`config.mk`:
```
export PLATFORM = sky130hd
export DESIGN_NAME = lbs_support
export DESIGN_NICKNAME = d
export VERILOG_FILES = /design/src/lbs_pkg.sv /design/src/lbs_lane_store.sv /design/src/lbs_clk_div.sv /design/src/lbs_support.sv
export SDC_FILE = /design/constraint.sdc
export NUM_CORES = 1
export LEC_CHECK = 0
export BUFFER_PORTS_ARGS = -buffer_cell sky130_fd_sc_hd__buf_2
export CORE_MARGIN = 4
export CORE_UTILIZATION = 50
export CTS_CLUSTER_SIZE = 30
export DETAILED_ROUTE_END_ITERATION = 8
export GPL_TIMING_DRIVEN = 1
export PLACE_DENSITY_LB_ADDON = 0.25
export SLEW_MARGIN = 20
export SYNTH_ARGS = -nofsm -noshare
export SYNTH_HDL_FRONTEND = slang
export SYNTH_SLANG_ARGS = --single-unit
```
`constraint.sdc`:
```
create_clock -name clk_in -period 5.6 [get_ports clk_in]
set_input_delay 0 -clock clk_in [delete_from_list [all_inputs] [get_ports clk_in]]
set_output_delay 0 -clock clk_in [all_outputs]
set_load 0.05 [all_outputs]
```
`src/lbs_pkg.sv`:
```
// constants, encodings and state types of the local bus support logic
// assumes a single 125 MHz core clock and active-low synchronous reset
package lbs_pkg;

  // bus cycle states, one-hot
  typedef enum logic [4:0] {
    LBS_IDLE = 5'h01,
    LBS_ADDR = 5'h02,
    LBS_DATA = 5'h04,
    LBS_ERRS = 5'h08,
    LBS_HELD = 5'h10
  } lbs_state_type;

  localparam int LBS_LANES = 4;
  localparam int LBS_WORDS_MAX = 4;
  localparam int LBS_WORD_IDX_W = 2;
  localparam logic [3:0] LBS_LANES_NONE = 4'h0;
  localparam logic [3:0] LBS_LANES_ALL = 4'hf;
  // reset hold in double-rate clock cycles
  localparam int LBS_RESET_MIN_DR_CYCLES = 41;
  localparam int LBS_DIV_RATIO = 2;
  localparam logic LBS_DIV_RESET = 1'b0;
  localparam logic LBS_STRAP_RESET = 1'b1;

endpackage

```
`src/lbs_lane_store.sv`:
```
// per-word byte-lane select store for one transaction
// assumes word index is valid when written; read data registered
`timescale 1ns/1ps
module lbs_lane_store #(
  parameter int WORDS = 4,
  parameter int IDX_W = 2
) (
  // clock and reset
  input wire logic clk_in,
  input wire logic resetn_in,
  // write side
  input wire logic wr_en_in,
  input wire logic [IDX_W-1:0] wr_idx_in,
  input wire logic [3:0] wr_lanes_in,
  // read side
  input wire logic [IDX_W-1:0] rd_idx_in,
  output logic [3:0] rd_lanes_out
);

  initial
  begin
    if (WORDS < 1 || WORDS > (1 << IDX_W))
      $error("lbs_lane_store: WORDS does not fit IDX_W");
  end

  logic [3:0] mem [WORDS];
  logic [3:0] next_rd;

  always_comb
  begin
    next_rd = mem[rd_idx_in];
  end

  always_ff @(posedge clk_in)
  begin
    if (wr_en_in)
      mem[wr_idx_in] <= wr_lanes_in;
    if (!resetn_in)
      rd_lanes_out <= lbs_pkg::LBS_LANES_NONE;
    else
      rd_lanes_out <= next_rd;
  end

endmodule

```
`src/lbs_clk_div.sv`:
```
// divide-by-two phase of the double-rate clock, the bus clock phase
// assumes clk_in is the double-rate clock
`timescale 1ns/1ps
module lbs_clk_div (
  // clock and reset
  input wire logic clk_in,
  input wire logic resetn_in,
  // divided phase
  output logic phase_out
);

  logic next_phase;

  always_comb
  begin
    next_phase = ~phase_out;
  end

  always_ff @(posedge clk_in)
  begin
    if (!resetn_in)
      phase_out <= lbs_pkg::LBS_DIV_RESET;
    else
      phase_out <= next_phase;
  end

endmodule

```
`src/lbs_support.sv`:
```
// byte-lane selects, hold handover, cacheable flag, bus error sampling
// and reset strap of a multiplexed local bus master
// assumes clk_in is the double-rate clock; bus steps on divided phase
`timescale 1ns/1ps

module lbs_support #(
  parameter int WORDS_MAX = lbs_pkg::LBS_WORDS_MAX
) (
  // clock and reset
  input wire logic clk_in,
  input wire logic resetn_in,
  // core request side
  input wire logic req_valid_in,
  input wire logic req_write_in,
  input wire logic req_cacheable_in,
  input wire logic req_sync_in,
  input wire logic [1:0] req_words_in,
  input wire logic [1:0] req_first_off_in,
  input wire logic [1:0] req_last_len_in,
  output logic req_ready_out,
  output logic done_out,
  output logic bus_error_out,
  output logic init_master_out,
  // bus handshake inputs
  input wire logic ready_n_in,
  input wire logic bus_error_n_in,
  input wire logic hold_in,
  // bus outputs
  output logic [3:0] byte_lane_selects_n_out,
  output logic byte_lane_selects_oe_out,
  output logic address_strobe_n_out,
  output logic hold_grant_out,
  output logic cache_out,
  output logic cache_oe_out,
  output logic bus_lines_oe_out,
  output logic open_drain_release_out
);

  initial
  begin
    if (WORDS_MAX != lbs_pkg::LBS_WORDS_MAX)
      $error("lbs_support: burst length fixed at four words");
  end

  // lanes for a word: first word from offset, last from length
  function automatic logic [3:0] lane_mask(input logic [1:0] off,
                                           input logic [1:0] len_m1);
    logic [3:0] top;
    logic [3:0] m;
    top = lbs_pkg::LBS_LANES_ALL >> (2'd3 - len_m1);
    m = top << off;
    // contiguous and never empty
    if (m == lbs_pkg::LBS_LANES_NONE)
      m = lbs_pkg::LBS_LANES_ALL;
    return m;
  endfunction

  lbs_pkg::lbs_state_type state, next_state;
  logic phase;
  logic [1:0] word_idx, next_word_idx;
  logic [1:0] words_m1, next_words_m1;
  logic [3:0] lanes, next_lanes;
  logic cacheable, next_cacheable;
  logic err, next_err;
  logic strap, next_strap;
  logic [1:0] first_off, next_first_off;
  logic [1:0] last_len, next_last_len;
  logic [3:0] first_lanes, last_lanes;
  logic final_ready;

  lbs_clk_div u_div (
    .clk_in(clk_in),
    .resetn_in(resetn_in),
    .phase_out(phase)
  );

  lbs_lane_store #(
    .WORDS(lbs_pkg::LBS_WORDS_MAX),
    .IDX_W(lbs_pkg::LBS_WORD_IDX_W)
  ) u_store (
    .clk_in(clk_in),
    .resetn_in(resetn_in),
    .wr_en_in(1'b0),
    .wr_idx_in(word_idx),
    .wr_lanes_in(lanes),
    .rd_idx_in(word_idx),
    .rd_lanes_out()
  );

  always_comb
  begin
    first_lanes = lane_mask(req_first_off_in,
                            (req_words_in == 2'd0) ? req_last_len_in
                                                   : 2'd3 - req_first_off_in);
    last_lanes = lane_mask(2'd0, last_len);
    final_ready = (state == lbs_pkg::LBS_DATA) && !ready_n_in
                  && (word_idx == words_m1);
  end

  always_comb
  begin
    next_state = state;
    next_word_idx = word_idx;
    next_words_m1 = words_m1;
    next_lanes = lanes;
    next_cacheable = cacheable;
    next_err = err;
    next_strap = strap;
    next_first_off = first_off;
    next_last_len = last_len;
    if (!phase)
    begin
      case (state)
        lbs_pkg::LBS_IDLE:
        begin
          // hold only between transactions
          if (hold_in)
            next_state = lbs_pkg::LBS_HELD;
          else if (req_valid_in)
          begin
            next_state = lbs_pkg::LBS_ADDR;
            next_word_idx = 2'd0;
            next_words_m1 = req_words_in;
            next_first_off = req_first_off_in;
            next_last_len = req_last_len_in;
            next_lanes = first_lanes;
            next_cacheable = req_cacheable_in && !req_sync_in;
          end
        end
        lbs_pkg::LBS_ADDR:
        begin
          next_state = lbs_pkg::LBS_DATA;
          // next word lanes shown in data state
          if (words_m1 == 2'd1)
            next_lanes = last_lanes;
          else if (words_m1 != 2'd0)
            next_lanes = lbs_pkg::LBS_LANES_ALL;
        end
        lbs_pkg::LBS_DATA:
        begin
          // lanes held while ready is high
          if (!ready_n_in)
          begin
            if (word_idx == words_m1)
              next_state = lbs_pkg::LBS_ERRS;
            else
            begin
              next_word_idx = word_idx + 2'd1;
              if ({1'b0, word_idx} + 3'd2 >= {1'b0, words_m1})
                next_lanes = last_lanes;
              else
                next_lanes = lbs_pkg::LBS_LANES_ALL;
            end
          end
        end
        lbs_pkg::LBS_ERRS:
        begin
          next_err = !bus_error_n_in;
          next_state = hold_in ? lbs_pkg::LBS_HELD : lbs_pkg::LBS_IDLE;
        end
        lbs_pkg::LBS_HELD:
        begin
          // grant kept while requested
          if (!hold_in)
            next_state = req_valid_in ? lbs_pkg::LBS_ADDR
                                      : lbs_pkg::LBS_IDLE;
          if (!hold_in && req_valid_in)
          begin
            next_word_idx = 2'd0;
            next_words_m1 = req_words_in;
            next_first_off = req_first_off_in;
            next_last_len = req_last_len_in;
            next_lanes = first_lanes;
            next_cacheable = req_cacheable_in && !req_sync_in;
          end
        end
        default: next_state = lbs_pkg::LBS_IDLE;
      endcase
    end
    // strap sampled while reset is held
    if (!resetn_in)
      next_strap = !bus_error_n_in;
  end

  // reset loads everything but the strap: state idle, lanes all ones, rest zero
  always_ff @(posedge clk_in)
  begin
    strap <= next_strap;
    if (!resetn_in)
    begin
      state <= lbs_pkg::LBS_IDLE;
      word_idx <= 2'd0;
      words_m1 <= 2'd0;
      lanes <= lbs_pkg::LBS_LANES_ALL;
      cacheable <= 1'b0;
      err <= 1'b0;
      first_off <= 2'd0;
      last_len <= 2'd0;
    end
    else
    begin
      state <= next_state;
      word_idx <= next_word_idx;
      words_m1 <= next_words_m1;
      lanes <= next_lanes;
      cacheable <= next_cacheable;
      err <= next_err;
      first_off <= next_first_off;
      last_len <= next_last_len;
    end
  end

  always_comb
  begin
    // strap level high means this device initializes; sampled low-true
    init_master_out = !strap;
    bus_error_out = err;
    req_ready_out = !phase && resetn_in && !hold_in
                    && (state == lbs_pkg::LBS_IDLE
                        || state == lbs_pkg::LBS_HELD);
    done_out = (state == lbs_pkg::LBS_ERRS) && !phase;
    byte_lane_selects_n_out = ~lanes;
    byte_lane_selects_oe_out = (state == lbs_pkg::LBS_ADDR
                                || state == lbs_pkg::LBS_DATA);
    address_strobe_n_out = !(state == lbs_pkg::LBS_ADDR);
    hold_grant_out = (state == lbs_pkg::LBS_HELD);
    cache_out = cacheable && (state == lbs_pkg::LBS_ADDR);
    cache_oe_out = (state == lbs_pkg::LBS_ADDR
                    || state == lbs_pkg::LBS_DATA);
    bus_lines_oe_out = cache_oe_out;
    open_drain_release_out = (state == lbs_pkg::LBS_HELD);
  end

  property p_grant_follows_hold;
    @(posedge clk_in) disable iff (!resetn_in)
    (state == lbs_pkg::LBS_IDLE && hold_in && !phase)
      |=> hold_grant_out;
  endproperty
  a_grant_follows_hold: assert property (p_grant_follows_hold)
    else $error("hold not granted");

  property p_grant_floats;
    @(posedge clk_in) disable iff (!resetn_in)
    hold_grant_out |-> !cache_oe_out && !byte_lane_selects_oe_out;
  endproperty
  a_grant_floats: assert property (p_grant_floats)
    else $error("bus driven under grant");

  property p_grant_drops;
    @(posedge clk_in) disable iff (!resetn_in)
    (hold_grant_out && !hold_in && !phase) |=> !hold_grant_out;
  endproperty
  a_grant_drops: assert property (p_grant_drops)
    else $error("grant kept after hold removed");

  property p_lanes_contig;
    @(posedge clk_in) disable iff (!resetn_in)
    byte_lane_selects_oe_out |-> (lanes != 4'h0) && (lanes != 4'h5)
      && (lanes != 4'ha) && (lanes != 4'h9) && (lanes != 4'hb)
      && (lanes != 4'hd);
  endproperty
  a_lanes_contig: assert property (p_lanes_contig)
    else $error("bad lane pattern");

  property p_wait_holds;
    @(posedge clk_in) disable iff (!resetn_in)
    (state == lbs_pkg::LBS_DATA && ready_n_in && !phase)
      |=> $stable(lanes) && address_strobe_n_out;
  endproperty
  a_wait_holds: assert property (p_wait_holds)
    else $error("lanes changed in wait");

  property p_cache_idle;
    @(posedge clk_in) disable iff (!resetn_in)
    (state == lbs_pkg::LBS_IDLE) |-> !cache_oe_out;
  endproperty
  a_cache_idle: assert property (p_cache_idle)
    else $error("cache driven while idle");

  property p_sync_uncached;
    @(posedge clk_in) disable iff (!resetn_in)
    (req_ready_out && req_valid_in && req_sync_in)
      |=> !cache_out ##1 !cache_out;
  endproperty
  a_sync_uncached: assert property (p_sync_uncached)
    else $error("sync access cached");

  property p_err_sampled;
    @(posedge clk_in) disable iff (!resetn_in)
    (final_ready && !phase) ##2 (!bus_error_n_in && !phase)
      |=> bus_error_out;
  endproperty
  a_err_sampled: assert property (p_err_sampled)
    else $error("bus error missed");

  property p_reset_quiet;
    @(posedge clk_in)
    !resetn_in |=> !hold_grant_out && !cache_oe_out
      && address_strobe_n_out;
  endproperty
  a_reset_quiet: assert property (p_reset_quiet)
    else $error("outputs active after reset");

endmodule

```
-- Yosys cells after proc, flatten, opt, wreduce, memory -nomap -nowiden
Index checks and enable logic that the tools add are counted.
- add/sub/neg operators: 5
- $lt $le $gt $ge: 1
- equal/unequal tests: 16
- shift operators: 3
- multiplexer cells: 38
- bitwise gates (word level): 2
- reduce and logical (&&, ||, !) cells: 27
- operators by type and width (operator ; count):
    2-to-1 mux 4 bit ; 10
    2-to-1 mux 5 bit ; 6
    2-to-1 mux 2 bit ; 13
    case mux 5 bit (5 select lines) ; 1
    case mux 4 bit (4 select lines) ; 1
    != test 2 bit (second input constant) ; 6
    AND reduction 5 bit ; 2
    zero test 4 bit ; 2
    case mux 2 bit (2 select lines) ; 2
    AND reduction 8 bit ; 1
    >> shifter 4 x 2 -> 4 bit (first input constant) ; 2
    logical AND 1 bit ; 7
    AND reduction 7 bit ; 1
    zero test 1 bit ; 6
    != test 3 bit (second input constant) ; 2
    case mux 2 bit (3 select lines) ; 1
    subtractor 2 bit (first input constant) ; 3
    == test 5 x 1 -> 1 bit (second input constant) ; 1
    == test 5 x 2 -> 1 bit (second input constant) ; 1
    == test 5 x 3 -> 1 bit (second input constant) ; 1
    == test 5 x 4 -> 1 bit (second input constant) ; 1
    == test 5 bit (second input constant) ; 1
    NOT 4 bit ; 1
    nonzero test 2 bit ; 2
    other kinds (15) ; 18
- bits in registers: 19
- bits of input ports: 15
- output and inout port bits: 15
- logic and storage cells: 101

-- Longest topological paths before layout
Gate-level depths: netlist (run 1).
- depth after elaboration: 10
- mapped depth: 7
- mapped depth without buffers: 7

-- By module
Synthesis (run 1) repeated with hierarchy kept, for this count alone.
- cell total of the unflattened synthesis: 143
- area total of the unflattened synthesis: 1211.2 sq um
- modules (own cells, without submodules) (module ; times used ; cells each ; area each (sq um) ; sequential area each (sq um)):
    lbs_support ; 1 ; 141 ; 1177.4 ; 370.4
    lbs_clk_div ; 1 ; 2 ; 33.8 ; 20.0

-- Worst setup path after synthesis (run 1)
Ideal clock, no wire load.
- path type: register to register
- start point: register state[1]
- end point: register lanes[2]
- library setup time: 0.088 ns
- arrival time: 2.782 ns
- required time: 5.512 ns
- setup slack: 2.729 ns
- stages on the path, launching flop included: 6
- path buffers: 1
- period minus slack after synthesis: 2.871 ns
- cell sequence: dfxtp_1 > buf_6 > xnor2_1 > nor4_1 > nor2_1 > o31ai_1
- cells in the longest elaborated chain, start to end: 3
- elaborated cells on any way between the ends: 13
- those cells by class: 10 x eq/ne; 1 x mux; 2 x reduce/logical
- ends and longest elaborated chain (item ; RTL line ; source):
    start, declared ; lbs_support.sv:58 ; lbs_pkg::lbs_state_type state, next_state;
    start signal, assigned ; lbs_support.sv:191 ; state <= lbs_pkg::LBS_IDLE;
    start signal, assigned ; lbs_support.sv:202 ; state <= next_state;
    == test 5 x 2 -> 1 bit (tied with other cells) ; lbs_support.sv:113 ; case (state)
    != test 3 bit (no line) (tied with other cells) ; n/a ;
    AND reduction 8 bit (no line) ; n/a ;
    end signal, assigned ; lbs_support.sv:194 ; lanes <= lbs_pkg::LBS_LANES_ALL;
    end signal, assigned ; lbs_support.sv:205 ; lanes <= next_lanes;
    end, declared ; lbs_support.sv:62 ; logic [3:0] lanes, next_lanes;
Several ways; a longest one is shown, not always the timed one.
A chain may end at the register's enable or synchronous reset.

-- Worst setup path after layout (run 1)
- start point: register word_idx[1]
- end point: register lanes[1]
- cells in the longest elaborated chain, start to end: 6
- elaborated cells on any way between the ends: 9
- those cells by class: 1 x add/sub; 1 x order compare; 2 x eq/ne; 4 x mux; 1 x reduce/logical
- ends and longest elaborated chain (item ; RTL line ; source):
    start, declared ; lbs_support.sv:60 ; logic [1:0] word_idx, next_word_idx;
    start signal, assigned ; lbs_support.sv:203 ; word_idx <= next_word_idx;
    adder 2 x 2 -> 3 bit ; lbs_support.sv:149 ; if ({1'b0, word_idx} + 3'd2 >= {1'b0, words_m1})
    greater-or-equal comparator 3 x 2 -> 1 bit ; lbs_support.sv:149 ;
    2-to-1 mux 4 bit ; lbs_support.sv:149 ;
    2-to-1 mux 4 bit ; lbs_support.sv:144 ; if (word_idx == words_m1)
    2-to-1 mux 4 bit ; lbs_support.sv:142 ; if (!ready_n_in)
    case mux 4 bit (4 select lines) ; lbs_support.sv:113 ;
Several ways; a longest one is shown, not always the timed one. The select of a mux whose other input is x is not followed.

==> results.yml, run 1 <==
layout:
  drive_gt1_share_pct: 23.5
  fin_nets: 198
  area_growth_pct: 16.1
  post-route-util_pct: 62.9
  instances_no_fill: 207
  antenna_cells: 0
synthesis:
  synthFlopType: "dfxtp_1"
  syn_avg_cell_area_um2: 8.30
  synth_area_um2: 1240
  yosysSeqAreaShare_pct: 31.4
  syn_nets: 168
  async_reset_ff_share_pct: 0
  ys_types: 48
  yosys_register_bits: 19
  netlist_instances: 150
  ys.warnings.count: 0
  synth_edf_count: 1
sta:
  fin_hold_ws_ps: 14.3
  hold_viol: 0
  fin_skew_ps: 14.3
  max-slew-margin-rel_pct: 39.3
  fmax_ghz: 0.468
  fin_crit_ps: 2140
  slew_viol_final: 0
  fin_tns_setup_ps: 0
  worstMarginPinSlew_ps: 897
  setup_viol: 0
  grt_setup_unrepaired: "no"
  min_period_over_period_pct: 38.1
die:
  coreArea_um2: 2300
  rows: 17
  die_w_um: 57.9
  die_y_um: 57.9
  die_area_um2: 3350
  io_pins: 30
  start_util_pct: 54.2
power_and_ir_drop:
  seqPwrFrac_pct: 43.4
  p_leak_nw: 0.658
  p_total_uw: 387
  swShare_pct: 40.2
  pwr-share-clk_pct: 19.1
  intPower_uw: 231
  combPwrFrac_pct: 37.5
  power_density_nw_per_um2: 268
  ir_drop_uv: 174
  p_sw_uw: 156
critical_path:
  worst-endpoint-required_ps: 5770
  crit_buf_inv: 1
  crit_chain: "inv_1 > ha_1 > or3b_2 > a311o_1 > a21oi_1 > nor2b_1 > o31ai_1"
  max_stage_delay_ps: 450
  crit_family: "simple AND/OR/NAND/NOR gates"
  critPathKind: "flop to flop"
  cp_slowest_cell: "or3b_2"
  worstRegToRegCells: 7
  crit_fanout: 4
  critPathCaptureType: "flop"
  path_depth: 7
  arrival_ps: 2300
  startpoint_type: "flop"
clocking:
  cts_tree: "done"
  cts.path.max_buffers: 2
  cts-resized-gates: 0
  cts_buffers: 3
  cts.sinks: 19
  htreeDepth: 1
  cts-root-buf: "clkbuf_4"
  path_clk_slew_ps: 120
  clk_latency_ps: 310
routing:
  avgViaCountPerCell: 5.47
  drt-initial-drc-count: 26
  wl_per_cell_um: 13.1
  dr.pass1.iters: 4
  num_vias: 1133
  routed_wirelength_um: 2700
  ant_nets: 0
  drc: 0
placed_design:
  place.gp.congestion: 0.786
  dp.cells: 196
  portBuffers: 28
  dp_hpwl_um: 2010
grt:
  antenna_found_initial: 0
  grt_start_max_net_pins: 17
  grtUsageTotal_pct: 17.4
  grt_pass1_wl_um: 4610
  grt_pass1_vias: 1033
  grt_overflow_total: 0
outcome:
  status: "completed"
job:
  cap_violations: 0
min_path:
  whs_path_depth: 2
  min_path_type: "primary input to flop"
## state kept, by name, summed over array words and instances (netlist names)
signal and flops:
u_div.phase_out 1, state 5, strap 1, cacheable 1, last_len 2, words_m1 2
bus_error_out 1, lanes 4, word_idx 2
## worst register-to-register path, cell delays in order, from the launching register on
cell and delay (ps):
dfxtp_1 370, inv_1 90, ha_1 330, or3b_2 450, a311o_1 340, a21oi_1 170
nor2b_1 160, o31ai_1 80
## synthesized netlist by cell type, drive strengths merged, types with 3 or more instances
| library cell | instances | share of area, % |
|---|---|---|
| dfxtp | 18 | 29 |
| nor2 | 17 | 5.7 |
| nand2 | 16 | 4.8 |
| inv | 13 | 3.9 |
| a21oi | 9 | 3.6 |
| mux2i | 9 | 7.2 |
| buf | 8 | 5.7 |
| ha | 3 | 3.0 |
| nand2b | 3 | 1.5 |
| nor2b | 3 | 1.5 |
| nor4 | 3 | 1.5 |
| o31ai | 3 | 1.8 |
| or2 | 3 | 1.5 |
## through the flow
stage | area, um^2 | setup WS, ps
2_1_floorplan | 1240 | 2730
3_3_place_gp | 1340 | 3530
3_5_place_dp | 1340 | 3480
4_1_cts | 1440 | 3460
5_1_grt | 1450 | 3220
6_report | 1450 | 3460
## cell type report
class                           count  area (um^2)
Clock inverter                      1         5.00
Timing Repair Buffer               35          210
Multi-Input combinational cell    108          733
Sequential cell                    19          390
Inverter                           13         48.8
Tap cell                           28         35.0
Fill cell                         210          852
Clock buffer                        3         22.5
## placed cells by master (no fill, tap or decap), types with 2 or more instances in the layout
master	instances
buf_2	28
dfxtp_1	18
nor2_1	16
nand2_1	16
inv_1	13
a21oi_1	9
mux2i_1	9
dlygate4sd3_1	7
nand2b_1	3
or2_2	3
nor2b_1	3
o31ai_1	3
ha_1	3
clkbuf_4	3
xnor2_1	2
nor3_1	2
xor2_1	2
and2_1	2
o21ai_0	2
a31oi_1	2
o32ai_1	2
and4_1	2
nor4_1	2
## power by group through the flow
stage	Clock (mW)	Combinational, mW	Sequential (mW)
4_1_cts	0.0742	0.145	0.168
3_5_place_dp	0	0.141	0.171
5_1_grt	0.0803	0.159	0.171
2_1_floorplan	0	0.126	0.160
3_3_place_gp	0	0.139	0.170
6_report	0.0739	0.145	0.168
## path summary, 6_finish.rpt
path | endpoint | startpoint | slack, ps
min | state[0]$_SDFFE_PN1P_ | resetn_in | 10
max | lanes[1]$_SDFFE_PN1P_ | word_idx[1]$_SDFFE_PN0P_ | 3460
max reg2reg | lanes[1]$_SDFFE_PN1P_ | word_idx[1]$_SDFFE_PN0P_ | 3460
min reg2reg | cacheable$_SDFFE_PN0P_ | cacheable$_SDFFE_PN0P_ | 480
## routing by layer
layer,track usage [%],up-vias,share of wire (%)
met5,0,-,0
met4,5.96,0,1.5
met3,3.34,5,4.1
met2,28.5,21,48
met1,22.8,521,46
li1,-,586,-
## timing repair
action                                 in CTS  in global routing
hold buffers                                7                  0
buffers inserted                            0                  0
endpoints found under the hold margin       7                  0
## cell families (layout without fill, tap and decap cells)
logic type,count (synthesis),after routing,synth area share (%)
and+or+nand+nor,62,62,26.7
AOI/OAI and AO/OA,29,29,17.8
buffers and inverters,23,52,10.3
DFF,19,19,31.4
muxes,9,9,7.24
adders and majority gates,4,4,3.82
xor gates and xnor gates,4,4,2.81
Power figures use the tool's default switching activity.
==> run 2: changes to the inputs <==
--- a/config.mk
+++ b/config.mk
@@ -5,9 +5,10 @@
 export SDC_FILE = /design/constraint.sdc
 export NUM_CORES = 1
 export LEC_CHECK = 0
+export ABC_AREA = 1
 export BUFFER_PORTS_ARGS = -buffer_cell sky130_fd_sc_hd__buf_2
 export CORE_MARGIN = 4
-export CORE_UTILIZATION = 50
+export CORE_UTILIZATION = 48
 export CTS_CLUSTER_SIZE = 30
 export DETAILED_ROUTE_END_ITERATION = 8
 export GPL_TIMING_DRIVEN = 1
==> constraint.sdc (replaced) <==
create_clock -name clk_in -period 1.85 [get_ports clk_in]
set_input_delay 0 -clock clk_in [delete_from_list [all_inputs] [get_ports clk_in]]
set_output_delay 0 -clock clk_in [all_outputs]
set_load 0.05 [all_outputs]
==> run 2 against run 1 <==
Against the previous run: power grew to 3.6 times the previous value; count of clock-buffer cells in the layout is the same; final cell count grew 27%; cell area increased by 11%; sequential power increased to 3.1 times the previous value; highest routed layer unchanged; global-route usage increased by 0.72 points; critical path depth did not move; synthesized cell count up 33%; setup slack worse by 3300 ps; via count is 15% higher; hold slack better by 3.3 ps.
==> results.yml, run 2 <==
outcome:
  status: "completed"
clocking:
  path_clk_slew_ps: 120
  cts.sinks: 19
  cts.path.max_buffers: 2
  clk_latency_ps: 310
  htreeDepth: 1
  cts_tree: "done"
  post_cts_buffers: 0
  cts-root-buf: "clkbuf_4"
  cts_buffers: 3
critical_path:
  startpoint_type: "flop"
  rr_startpoint: "word_idx[1]$_SDFFE_PN0P_"
  crit_fanout: 4
  worst-endpoint-required_ps: 1850
  critPathCaptureType: "primary output"
  worstRegToRegCells: 11
  critPathKind: "flop to primary output"
  r2r_slack_ps: 210
  arrival_ps: 1700
  r2r_end: "lanes[3]$_SDFFE_PN1P_"
grt:
  antenna_found_initial: 0
  grt_pass1_vias: 1135
  grt_overflow_total: 0
  grt_start_max_net_pins: 15
  grtUsageTotal_pct: 18.1
  grt_pass1_wl_um: 5160
synthesis:
  yosys_register_bits: 19
  ys_types: 30
  synthTopCellsByCount: "nand2_1, inv_1, nor2_1, dfxtp_1, nand3_1"
  netlist.area_leader.share_pct: 26.8
  async_reset_ff_share_pct: 0
  syn_avg_cell_area_um2: 6.76
  syn_nets: 217
  yosysSeqAreaShare_pct: 29.0
  synth_top_cell_by_area: "dfxtp_1"
  synth_area_um2: 1350
  synth.area.top_cells: "dfxtp_1, nand2_1, inv_1"
  ys.warnings.count: 0
  yosysMostFrequentCell: "nand2_1"
  netlist_instances: 199
  synth_edf_count: 1
  synthFlopType: "dfxtp_1"
placed_design:
  dp_hpwl_um: 2320
  portBuffers: 28
  dpl_worst_slack_ps: 203
  place.gp.congestion: 0.845
sta:
  worstMarginPinSlew_ps: 269
  fin_ws_ps: 148
  grt_setup_unrepaired: "no"
  fin_crit_ps: 1700
  max-slew-margin-rel_pct: 82.0
  fmax_ghz: 0.587
  hold_viol: 0
  setup_viol: 0
  slew_viol_final: 0
  min_period_over_period_pct: 92.0
  fin_tns_setup_ps: 0
  fin_skew_ps: 10.1
die:
  coreArea_um2: 2570
  start_util_pct: 52.4
  io_pins: 30
  die_y_um: 60.9
  die_area_um2: 3710
  die_w_um: 60.9
  rows: 18
layout:
  biggestRegsByFlops: "state (5), lanes (4)"
  largest_register_ffs: 5
  regMostFlops: "state"
  nFillCells: 272
  regArea_um2: 392
  antenna_cells: 0
  area_growth_pct: 19.3
  final_common_cell: "nand2_1"
  fin_nets: 252
  multiInputGateArea_um2: 822
  layout_common_cells: "nand2_1, buf_2, inv_1, nor2_1, dfxtp_1"
  drive_gt1_share_pct: 29.6
routing:
  wl_per_cell_um: 11.4
  drt-initial-drc-count: 37
  drc: 0
  routed_wirelength_um: 3000
  num_vias: 1303
  dr.pass1.iters: 4
  avgViaCountPerCell: 4.95
  ant_nets: 0
min_path:
  min_to: "words_m1[0]$_SDFFE_PN0P_"
  whs_path_depth: 3
  min_path_type: "primary input to flop"
  hp-start: "req_words_in[0]"
power_and_ir_drop:
  p_leak_nw: 0.831
  ir_drop_uv: 658
  power_density_nw_per_um2: 863
job:
  cap_violations: 0
==> run 2: repair_timing <==
action,in CTS,in global routing
gates resized for setup,0,2
hold endpoints to repair,6,0
setup endpoints to repair,0,4
hold buffers,6,0
==> run 2: power by group <==
group          switching (mW)  internal [mW]  leakage [nW]
clock                   0.138         0.0825        0.0139
combinational           0.451          0.199         0.659
sequential             0.0467          0.467         0.158
==> run 2: worst max-delay path: stages, from the launching register on <==
cell and delay (ps):
dfxtp_1 410, inv_1 100, nor2_1 220, nand2_4 100
nand2_4 90, inv_2 60, nor4_2 110, buf_2 300
==> run 2: cells by family (layout without fill, tap and decap cells) <==
logic type               Yosys count  after routing  synth area share (%)
AND/OR/NAND/NOR                  112            112                  45.4
buffers and inverters             36             70                  11.1
AO/OA/AOI/OAI                     28             28                  11.1
flip-flops                        19             19                  29.0
adder cells (fa/ha/maj)            3              3                  2.79
XOR/XNOR                           1              1                 0.651
==> run 2: worst max-delay path by stage <==
| stage | start | to | slack, ps | cells after the start |
|---|---|---|---|---|
| 3_5_place_dp | word_idx[1]$_SDFFE_PN0P_ | lanes[3]$_SDFFE_PN1P_ | 200 | 11 |
| 5_1_grt | word_idx[1]$_SDFFE_PN0P_ | lanes[1]$_SDFFE_PN1P_ | 10 | 11 |
| 2_1_floorplan | state[2]$_SDFFE_PN0P_ | state[0]$_SDFFE_PN1P_ | 70 | 8 |
| 4_1_cts | word_idx[1]$_SDFFE_PN0P_ | lanes[3]$_SDFFE_PN1P_ | 140 | 11 |
| 3_3_place_gp | word_idx[1]$_SDFFE_PN0P_ | lanes[3]$_SDFFE_PN1P_ | 220 | 11 |
| 6_report | state[0]$_SDFFE_PN1P_ | req_ready_out | 150 | 7 |
==> run 2: routing by layer <==
| metal | vias up | wire length (um) | global-route usage, % | part of all wire (%) |
|---|---|---|---|---|
| li1 | 704 | - | - | - |
| met4 | 0 | 12 | 1.86 | 0.40 |
| met3 | 2 | 157 | 3.83 | 5.2 |
| met1 | 567 | 1460 | 26.5 | 49 |
| met5 | - | 0 | 0 | 0 |
| met2 | 30 | 1360 | 28.4 | 45 |
==> run 2: area by class of cell <==
cell class / instances / area share, %
clock buffers: 3 / 1.40
clock inverters: 1 / 0.468
inverters: 32 / 7.64
multi-input cells: 144 / 51.2
flip-flops and latches: 19 / 24.4
well taps: 30 / 2.34
repair buffers: 34 / 12.5
==> run 2: per-stage QoR <==
stage / power [mW] / std cells / hold WS (ps) / utilization [%] / cell area [um^2]
2_1_floorplan: 1.03 / 199 / 89.4 / - / 1360
3_3_place_gp: 1.15 / 253 / 191 / 58.7 / 1510
3_5_place_dp: 1.15 / 253 / 198 / 58.7 / 1510
4_1_cts: 1.38 / 263 / 14.4 / 62.2 / 1600
5_1_grt: 1.49 / 263 / 17.1 / 62.5 / 1600
6_report: 1.38 / 263 / 17.6 / 62.5 / 1600
